==> config.mk <==
export PLATFORM = sky130hd
export DESIGN_NAME = lsc_top
export DESIGN_NICKNAME = d
export VERILOG_FILES = /design/src/hw/lsc_pkg.sv /design/src/hw/lsc_prbs.sv /design/src/hw/lsc_top.sv
export VERILOG_INCLUDE_DIRS = /design/src /design/src/hw
export SDC_FILE = /design/constraint.sdc
export NUM_CORES = 1
export LEC_CHECK = 0
export ABC_CLOCK_PERIOD_IN_PS = 3660
export BUFFER_PORTS_ARGS = -buffer_cell sky130_fd_sc_hd__buf_2
export CAP_MARGIN = 20
export CORE_MARGIN = 2
export CORE_UTILIZATION = 60
export DETAILED_ROUTE_END_ITERATION = 16
export HOLD_SLACK_MARGIN = 0.06
export PLACE_DENSITY = 0.91
export SKIP_CTS_REPAIR_TIMING = 1
export SLEW_MARGIN = 20
export SYNTH_ARGS = -nofsm -noshare
export SYNTH_HDL_FRONTEND = slang
export SYNTH_SLANG_ARGS = --single-unit
==> constraint.sdc <==
create_clock -name clock -period 3.66 [get_ports clock]
set_input_delay 0.183 -clock clock [delete_from_list [all_inputs] [get_ports clock]]
set_output_delay 0.183 -clock clock [all_outputs]
set_load 0.03 [all_outputs]
==> src/hw/lsc_cfg.svh <==
`ifndef LSC_CFG_SVH
`define LSC_CFG_SVH

`define LSC_CLK_NS 20
`define LSC_TICK_NS 1000000
`define LSC_TICK_CYCLES (`LSC_TICK_NS / `LSC_CLK_NS)
`define LSC_TICK_W 20
`define LSC_MS_W 16

`define LSC_RATE_BLINK_MS 200
`define LSC_MGMT_PULSE_MS 400
`define LSC_ERR_PULSE_MS 100
`define LSC_TIMEOUT_BLINK_MS 250
`define LSC_RESTART_NORM_S 4
`define LSC_RESTART_TEST_S 60
`define LSC_PATTERN_S 45
`define LSC_RESTART_NORM_MS (`LSC_RESTART_NORM_S * 1000)
`define LSC_RESTART_TEST_MS (`LSC_RESTART_TEST_S * 1000)
`define LSC_PATTERN_MS (`LSC_PATTERN_S * 1000)

`define LSC_PRBS_W 9
`define LSC_PRBS_TAP 4
`define LSC_PRBS_SEED 9'h1ff
`define LSC_ERRCNT_W 16

`endif

==> src/hw/lsc_pkg.sv <==
`include "lsc_cfg.svh"

package lsc_pkg;

  // Life of one pattern session
  typedef enum logic [1:0] {
    LSC_GEN_IDLE,
    LSC_GEN_RUN,
    LSC_GEN_EXPIRED
  } lsc_gen_t;

  typedef struct packed {
    logic [`LSC_PRBS_W-1:0] gen_sh;
    logic [`LSC_PRBS_W-1:0] chk_sh;
    logic gen_bit;
    logic bit_err;
    logic [`LSC_ERRCNT_W-1:0] err_cnt;
  } lsc_prbs_t;

  typedef struct packed {
    logic [`LSC_TICK_W-1:0] tick_cnt;
    logic tick;
    logic started;
    logic rate_bad;
    lsc_gen_t gen;
    logic pat_sw_prev;
    logic [`LSC_MS_W-1:0] pat_ms;
    logic framed;
    logic link_up;
    logic [`LSC_MS_W-1:0] unfr_ms;
    logic restart;
    logic [`LSC_MS_W-1:0] blink_ms;
    logic blink;
    logic [`LSC_MS_W-1:0] err_ms;
    logic [`LSC_MS_W-1:0] mgmt_ms;
    logic line_tx_bit;
    logic line_tx_valid;
    logic line_tx_raw;
    logic term_rd;
    logic term_rd_valid;
    logic term_cts;
    logic term_cd;
    logic td_yel;
    logic rd_yel;
    logic dtr_grn;
    logic err_led;
    logic test_led;
    logic nosig_led;
  } lsc_state_t;

endpackage

==> src/hw/lsc_prbs.sv <==
`timescale 1ns/1ps
`include "lsc_cfg.svh"

module lsc_prbs (
  // Clock and reset
  input wire logic clock,
  input wire logic resetn,
  // Generator side
  input wire logic gen_step,
  input wire logic gen_inject,
  output logic gen_bit,
  // Checker side
  input wire logic chk_valid,
  input wire logic chk_bit,
  input wire logic chk_clear,
  output logic bit_err,
  output logic [`LSC_ERRCNT_W-1:0] err_cnt
);
  import lsc_pkg::*;

  lsc_prbs_t s_q, s_d;

  // Nine-stage sequence feedback, shared by generator and checker
  function automatic logic fb(input logic [`LSC_PRBS_W-1:0] sh);
    fb = sh[`LSC_PRBS_W-1] ^ sh[`LSC_PRBS_TAP];
  endfunction

  ////////////////////////////////////////////////////////////////////////
  // Generator advances per slot; checker self-syncs on received bits
  always_comb begin
    s_d = s_q;
    s_d.bit_err = 1'b0;
    if (gen_step) begin
      s_d.gen_sh = {s_q.gen_sh[`LSC_PRBS_W-2:0], fb(s_q.gen_sh)};
      s_d.gen_bit = fb(s_q.gen_sh) ^ gen_inject; // Deliberate error mode
    end
    if (chk_clear) begin
      s_d.err_cnt = '0;
    end else if (chk_valid) begin
      s_d.chk_sh = {s_q.chk_sh[`LSC_PRBS_W-2:0], chk_bit};
      if (chk_bit != fb(s_q.chk_sh)) begin
        s_d.bit_err = 1'b1;
        // Saturate so a long bad run never wraps to a clean-looking count
        if (s_q.err_cnt != {`LSC_ERRCNT_W{1'b1}}) begin
          s_d.err_cnt = s_q.err_cnt + 1'b1;
        end
      end
    end
  end

  ////////////////////////////////////////////////////////////////////////
  always_ff @(posedge clock) begin
    if (!resetn) begin
      s_q <= '0;
      s_q.gen_sh <= `LSC_PRBS_SEED;
    end else begin
      s_q <= s_d;
    end
  end

  assign gen_bit = s_q.gen_bit;
  assign bit_err = s_q.bit_err;
  assign err_cnt = s_q.err_cnt;

endmodule // lsc_prbs

==> src/hw/lsc_top.sv <==
`timescale 1ns/1ps
`include "lsc_cfg.svh"

module lsc_top #(
  parameter int TICK_CYCLES = `LSC_TICK_CYCLES
) (
  // Clock and reset
  input wire logic clock,
  input wire logic resetn,
  // Terminal interface
  input wire logic term_td,
  input wire logic term_td_valid,
  input wire logic term_dtr,
  output logic term_rd,
  output logic term_rd_valid,
  output logic term_cts,
  output logic term_cd,
  // Line side, framer boundary
  input wire logic line_rx_bit,
  input wire logic line_rx_valid,
  input wire logic line_pkt_done,
  input wire logic line_pkt_framed,
  output logic line_tx_bit,
  output logic line_tx_valid,
  output logic line_tx_raw,
  output logic link_restart,
  // Test and event controls
  input wire logic local_loop_sw,
  input wire logic remote_loopback,
  input wire logic remote_test_req,
  input wire logic pattern_sw,
  input wire logic pattern_err_sw,
  input wire logic rate_bad,
  input wire logic mgmt_pkt_ok,
  input wire logic crc_err,
  // Front panel indicators
  output logic td_led_yellow,
  output logic td_led_green,
  output logic rd_led_yellow,
  output logic rd_led_green,
  output logic cts_led_green,
  output logic cts_led_yellow,
  output logic cd_led_green,
  output logic cd_led_yellow,
  output logic dtr_led_green,
  output logic error_indicator,
  output logic test_mode_indicator,
  output logic no_signal_indicator,
  // Status
  output logic [`LSC_ERRCNT_W-1:0] pattern_err_count
);
  import lsc_pkg::*;

  localparam logic [`LSC_TICK_W-1:0] TICK_LAST =
    `LSC_TICK_W'(TICK_CYCLES - 1);
  localparam logic [`LSC_MS_W-1:0] RATE_HALF =
    `LSC_MS_W'(`LSC_RATE_BLINK_MS / 2);
  localparam logic [`LSC_MS_W-1:0] TO_HALF =
    `LSC_MS_W'(`LSC_TIMEOUT_BLINK_MS);
  localparam logic [`LSC_MS_W-1:0] ERR_LEN = `LSC_MS_W'(`LSC_ERR_PULSE_MS);
  localparam logic [`LSC_MS_W-1:0] MGMT_LEN =
    `LSC_MS_W'(`LSC_MGMT_PULSE_MS);
  localparam logic [`LSC_MS_W-1:0] PAT_LEN = `LSC_MS_W'(`LSC_PATTERN_MS);
  localparam logic [`LSC_MS_W-1:0] RST_NORM =
    `LSC_MS_W'(`LSC_RESTART_NORM_MS);
  localparam logic [`LSC_MS_W-1:0] RST_TEST =
    `LSC_MS_W'(`LSC_RESTART_TEST_MS);

  lsc_state_t s_q, s_d;
  logic gen_bit, bit_err;
  logic [`LSC_ERRCNT_W-1:0] err_cnt;
  logic pat_on, local_pat, gen_step, chk_valid, chk_bit;

  // Count down a millisecond timer on each tick, holding at zero
  function automatic logic [`LSC_MS_W-1:0] ms_dec(
    input logic [`LSC_MS_W-1:0] v, input logic tick);
    ms_dec = (tick && v != '0) ? v - 1'b1 : v;
  endfunction

  ////////////////////////////////////////////////////////////////////////
  // Pattern engine and its routing
  assign pat_on = (s_q.gen == LSC_GEN_RUN);
  // Local loop turns the pattern straight back into the checker
  assign local_pat = pat_on && local_loop_sw;
  assign gen_step = pat_on && term_td_valid;
  assign chk_valid = local_pat ? s_q.line_tx_valid :
                     (pat_on && line_rx_valid);
  assign chk_bit = local_pat ? s_q.line_tx_bit : line_rx_bit;

  lsc_prbs u_prbs (
    .clock(clock),
    .resetn(resetn),
    .gen_step(gen_step),
    .gen_inject(pattern_err_sw),
    .gen_bit(gen_bit),
    .chk_valid(chk_valid),
    .chk_bit(chk_bit),
    .chk_clear(s_q.gen == LSC_GEN_IDLE && pattern_sw),
    .bit_err(bit_err),
    .err_cnt(err_cnt)
  );

  ////////////////////////////////////////////////////////////////////////
  // Next state of the whole block
  always_comb begin
    s_d = s_q;
    s_d.restart = 1'b0;

    // Free-running millisecond tick
    if (s_q.tick_cnt >= TICK_LAST) begin
      s_d.tick_cnt = '0;
      s_d.tick = 1'b1;
    end else begin
      s_d.tick_cnt = s_q.tick_cnt + 1'b1;
      s_d.tick = 1'b0;
    end

    // Rate strap is looked at once, just after reset release
    s_d.started = 1'b1;
    if (!s_q.started) begin
      s_d.rate_bad = rate_bad;
    end

    // Pattern session: 45 s run, then expired until switch is normal
    s_d.pat_sw_prev = pattern_sw;
    case (s_q.gen)
      LSC_GEN_IDLE: begin
        if (pattern_sw && !s_q.pat_sw_prev) begin
          s_d.gen = LSC_GEN_RUN;
          s_d.pat_ms = PAT_LEN;
        end
      end
      LSC_GEN_RUN: begin
        s_d.pat_ms = ms_dec(s_q.pat_ms, s_q.tick);
        if (!pattern_sw) begin
          s_d.gen = LSC_GEN_IDLE;
        end else if (s_q.pat_ms == '0) begin
          s_d.gen = LSC_GEN_EXPIRED;
        end
      end
      LSC_GEN_EXPIRED: begin
        if (!pattern_sw) begin
          s_d.gen = LSC_GEN_IDLE;
        end
      end
      default: s_d.gen = LSC_GEN_IDLE;
    endcase

    // Framed reception supervises the link
    if (line_pkt_done) begin
      s_d.framed = line_pkt_framed;
      if (line_pkt_framed) begin
        s_d.link_up = 1'b1;
      end
    end
    if (line_pkt_done && line_pkt_framed) begin
      s_d.unfr_ms = '0;
    end else if (!s_q.framed && s_q.link_up && s_q.tick) begin
      // Pattern runs and remote loops stretch the limit past 45 s
      if (s_q.unfr_ms + 1'b1 >=
          ((pat_on || remote_loopback) ? RST_TEST : RST_NORM)) begin
        s_d.unfr_ms = '0;
        s_d.restart = 1'b1;
        s_d.link_up = 1'b0;
      end else begin
        s_d.unfr_ms = s_q.unfr_ms + 1'b1;
      end
    end

    // Shared blink timebase, half period depends on the cause
    if (s_q.tick) begin
      if (s_q.blink_ms == '0) begin
        s_d.blink = !s_q.blink;
        s_d.blink_ms = (s_q.gen == LSC_GEN_EXPIRED) ? TO_HALF - 1'b1
                                                    : RATE_HALF - 1'b1;
      end else begin
        s_d.blink_ms = s_q.blink_ms - 1'b1;
      end
    end

    // One error flash per event; a new event restarts it
    s_d.err_ms = ms_dec(s_q.err_ms, s_q.tick);
    if ((crc_err && !pat_on) || (bit_err && pat_on)) begin
      s_d.err_ms = ERR_LEN;
    end
    s_d.mgmt_ms = ms_dec(s_q.mgmt_ms, s_q.tick);
    if (mgmt_pkt_ok) begin
      s_d.mgmt_ms = MGMT_LEN;
    end

    // Data paths
    s_d.line_tx_raw = 1'b0;
    if (remote_loopback) begin
      s_d.line_tx_bit = line_rx_bit;
      s_d.line_tx_valid = line_rx_valid;
    end else if (pat_on) begin
      s_d.line_tx_bit = gen_bit;
      s_d.line_tx_valid = term_td_valid;
      s_d.line_tx_raw = 1'b1; // Bypasses the framer
    end else begin
      s_d.line_tx_bit = term_td;
      s_d.line_tx_valid = term_td_valid;
    end
    if (pat_on) begin
      // Unframed pattern cannot reach the terminal
      s_d.term_rd = 1'b1;
      s_d.term_rd_valid = 1'b0;
    end else if (local_loop_sw) begin
      s_d.term_rd = term_td;
      s_d.term_rd_valid = term_td_valid;
    end else begin
      s_d.term_rd = line_rx_bit;
      s_d.term_rd_valid = line_rx_valid;
    end
    s_d.term_cts = s_d.framed;
    s_d.term_cd = s_d.framed;

    // Indicators
    s_d.td_yel = term_td;
    s_d.rd_yel = s_d.term_rd;
    s_d.dtr_grn = term_dtr;
    s_d.nosig_led = !s_d.link_up;
    if (s_q.gen == LSC_GEN_EXPIRED) begin
      s_d.err_led = s_q.blink;
    end else if (s_q.rate_bad && !s_q.link_up) begin
      s_d.err_led = s_q.blink;
    end else begin
      s_d.err_led = (s_q.err_ms != '0);
    end
    // Management flash inverts the lamp so it shows in either state
    s_d.test_led = (local_loop_sw || remote_loopback || remote_test_req ||
                  s_q.gen != LSC_GEN_IDLE) ^ (s_q.mgmt_ms != '0);
  end

  ////////////////////////////////////////////////////////////////////////
  always_ff @(posedge clock) begin
    if (!resetn) begin
      s_q <= '0;
    end else begin
      s_q <= s_d;
    end
  end

  ////////////////////////////////////////////////////////////////////////
  // Outputs straight from the state flops
  assign term_rd = s_q.term_rd;
  assign term_rd_valid = s_q.term_rd_valid;
  assign term_cts = s_q.term_cts;
  assign term_cd = s_q.term_cd;
  assign line_tx_bit = s_q.line_tx_bit;
  assign line_tx_valid = s_q.line_tx_valid;
  assign line_tx_raw = s_q.line_tx_raw;
  assign link_restart = s_q.restart;
  assign td_led_yellow = s_q.td_yel;
  assign td_led_green = s_q.started && !s_q.td_yel;
  assign rd_led_yellow = s_q.rd_yel;
  assign rd_led_green = s_q.started && !s_q.rd_yel;
  assign cts_led_green = s_q.term_cts;
  assign cts_led_yellow = s_q.started && !s_q.term_cts;
  assign cd_led_green = s_q.term_cd;
  assign cd_led_yellow = s_q.started && !s_q.term_cd;
  assign dtr_led_green = s_q.dtr_grn;
  assign error_indicator = s_q.err_led;
  assign test_mode_indicator = s_q.test_led;
  assign no_signal_indicator = s_q.nosig_led;
  assign pattern_err_count = err_cnt;

endmodule // lsc_top

==> impl_metrics.tcl <==
set metrics [dict create \
    crit_fanout 8 \
    r2r-start "s_q[63]" \
    syn-cell-area_sq_um 7340 \
    clkTransAtPathRegs_ns 0.06 \
    grt_use_total_pct 25.00 \
    grt_max_degree 43 \
    htree_num_levels 4 \
    critPathLaunch "s_q[63]" \
    insertion_delay_ns 0.43 \
    largest_reg_flops 108 \
    yosysUniqueCellTypes 63 \
    die_h_um 114.6 \
    endpoint_kind "flip-flop" \
    holdCritPathClass "input port to flip-flop" \
    ys_seq_area_share_pct 42.55 \
    io-pin-count 53 \
    rows 40 \
    wire_per_inst_um 15.26 \
    required_ns 3.97 \
    place_ws_ns 0.3142 \
    grt-ovfl-total 0 \
    slew_viol_final 0 \
    final_area_sq_um 8219 \
    fin_crit_sh_pct 92.73 \
    antenna_found_initial 1 \
    yosysTopAreaCellShare_pct 42.55 \
    synth_cells 850 \
    rsz0062_at_grt "no" \
    syn_to_final_growth_pct 11.98 \
    ir_drop_mv 0.3105 \
    hpwlAfterDp_um 10470 \
    drtIter0Drc 648 \
    start_kind "flip-flop" \
    cts_buffers 17 \
    die-area_sq_um 13130 \
    final_util_pct 68.71 \
    synth_commonest_cells "dfxtp_1 (156), nor2_1 (109), nand2_1 (67), xnor2_1 (47)" \
    arrival_ns 3.71 \
    drv_cap 0 \
    period_needed_ns 3.394 \
    finalSetupTns_ns 0 \
    drive_gt1_share_pct 11.62 \
    finClkSkew_ns 0.007890 \
    finalSetupViolCount 0 \
    cts-root-buf "clkbuf_16" \
    cts_buffer_depth 2 \
    p_leak_nw 3.178 \
    yosysMostFrequentCell "dfxtp_1" \
    placed_area_sq_um 7560 \
    num-fill-cells 888 \
    worstHoldStart "line_rx_valid" \
    gp_congestion 0.9719 \
    drt-total-wl_um 15920 \
    avgSynthCellArea_sq_um 8.635 \
    drtAntennaViolNets 0 \
    start_util_pct 61.36 \
    via_count 6231 \
    worstMarginPinSlew_ns 0.9298 \
    clkSinkCount 156 \
    worst_slack_ns 0.2661 \
    synth_seq_cells 156 \
    synth_top_cells_by_area "dfxtp_1 (43%), xnor2_1 (5.6%), nor2_1 (5.6%)" \
    regMostFlops "s_q" \
    synth_warnings 0 \
    hold_violations 0 \
    max_slew_margin_pct 37.44 \
    viasPerCell 5.974 \
    drt-pass1-iter-count 5 \
    powerDensity_nw_per_um2 568.7 \
    fin_total_pwr_w 0.004674 \
    cts_tree "yes" \
    nets 915 \
    drc 0 \
    critPathKind "flip-flop to flip-flop" \
    core_area_sq_um 11960 \
    grt_pass1_vias 5823 \
    synth-main-ff-cell "dfxtp_1" \
    yosys.area.top_type "dfxtp_1" \
    async_flop_share_pct 0 \
    outcome "completed" \
    grt_pass1_wl_um 26420 \
    fmax_mhz 294.6 \
    portBuffers 52 \
    synth_edf_count 0 \
    die_w_um 114.6 \
]
==> kinds of logic after synthesis <==
| family | Yosys count | synth area share [%] |
|---|---|---|
| adders and majority gates | 16 | 2.728 |
| and+or+nand+nor | 376 | 26.08 |
| other | 1 | 0.05109 |
| muxes | 18 | 2.455 |
| AOI/OAI and AO/OA | 133 | 12.10 |
| DFF | 156 | 42.55 |
| xor gates and xnor gates | 77 | 9.188 |
| buffers and inverters | 73 | 4.841 |
==> cell type report <==
cell class              count  area, sq um  share of cell area [%]
clock buffers              19        452.9                   5.511
diodes                      1        2.502                 0.03045
multi-input cells         624         3872                   47.12
flip-flops and latches    156         3123                   38.00
inverters                  22        82.58                   1.005
well taps                 147        183.9                   2.238
repair buffers             61        337.8                   4.110
clock inverters            13        163.9                   1.994
==> routing by layer <==
metal	wire length [um]	global-route usage (%)
met5	0	0
met1	6989	31.78
met2	7624	40.75
met3	874	5.558
met4	431	11.06
==> layout by cell type, fill, tap and decap left out, drive strengths merged, types with 19 or more instances in the layout <==
| cell type | Yosys | routed |
|---|---|---|
| o21ai | 26 | 26 |
| xor2 | 30 | 30 |
| nor2 | 109 | 109 |
| xnor2 | 47 | 47 |
| nand3 | 41 | 41 |
| nor3 | 28 | 28 |
| clkbuf | 28 | 19 |
| dfxtp | 156 | 156 |
| nand2 | 67 | 67 |
| buf | 23 | 57 |
| a21oi | 41 | 41 |
| or4 | 20 | 20 |
| inv | 22 | 25 |
==> path summary, 6_finish.rpt <==
check                  end  slack (ns)  depth (start not counted)
max reg2reg        s_q[73]        0.27                         11
min reg2reg       s_q[103]        0.46                          1
max                s_q[73]        0.27                         11
min          line_tx_valid        0.04                          3
==> stage by stage <==
step | std cells | hold slack [ns]
floorplan | 853 | 0.2107
global placement | 1006 | 0.3913
detailed placement | 1006 | 0.4209
CTS | 1038 | -0.02339
global route | 1043 | 0.06986
finish | 1043 | 0.04364
==> report_power, final <==
part	switching (W)	internal (W)	leakage (nW)	total [W]
logic	0.000522	0.000352	1.61	0.000874
registers	0.000135	0.00184	1.27	0.00197
clock network	0.000715	0.00111	0.300	0.00183
total	0.00137	0.00330	3.18	0.00467
==> worst max-delay path: stages, from the launching register on <==
cell and delay (ns):
dfxtp_1 0.41, ha_1 0.24, and3_1 0.26, and2_1 0.26
xnor2_1 0.10, ha_1 0.31, o211ai_1 0.13, or4b_1 0.49
a32oi_1 0.24, o211ai_1 0.19, and2_1 0.35, a32o_1 0.31
No activity file was read; power rests on OpenSTA's default activity.
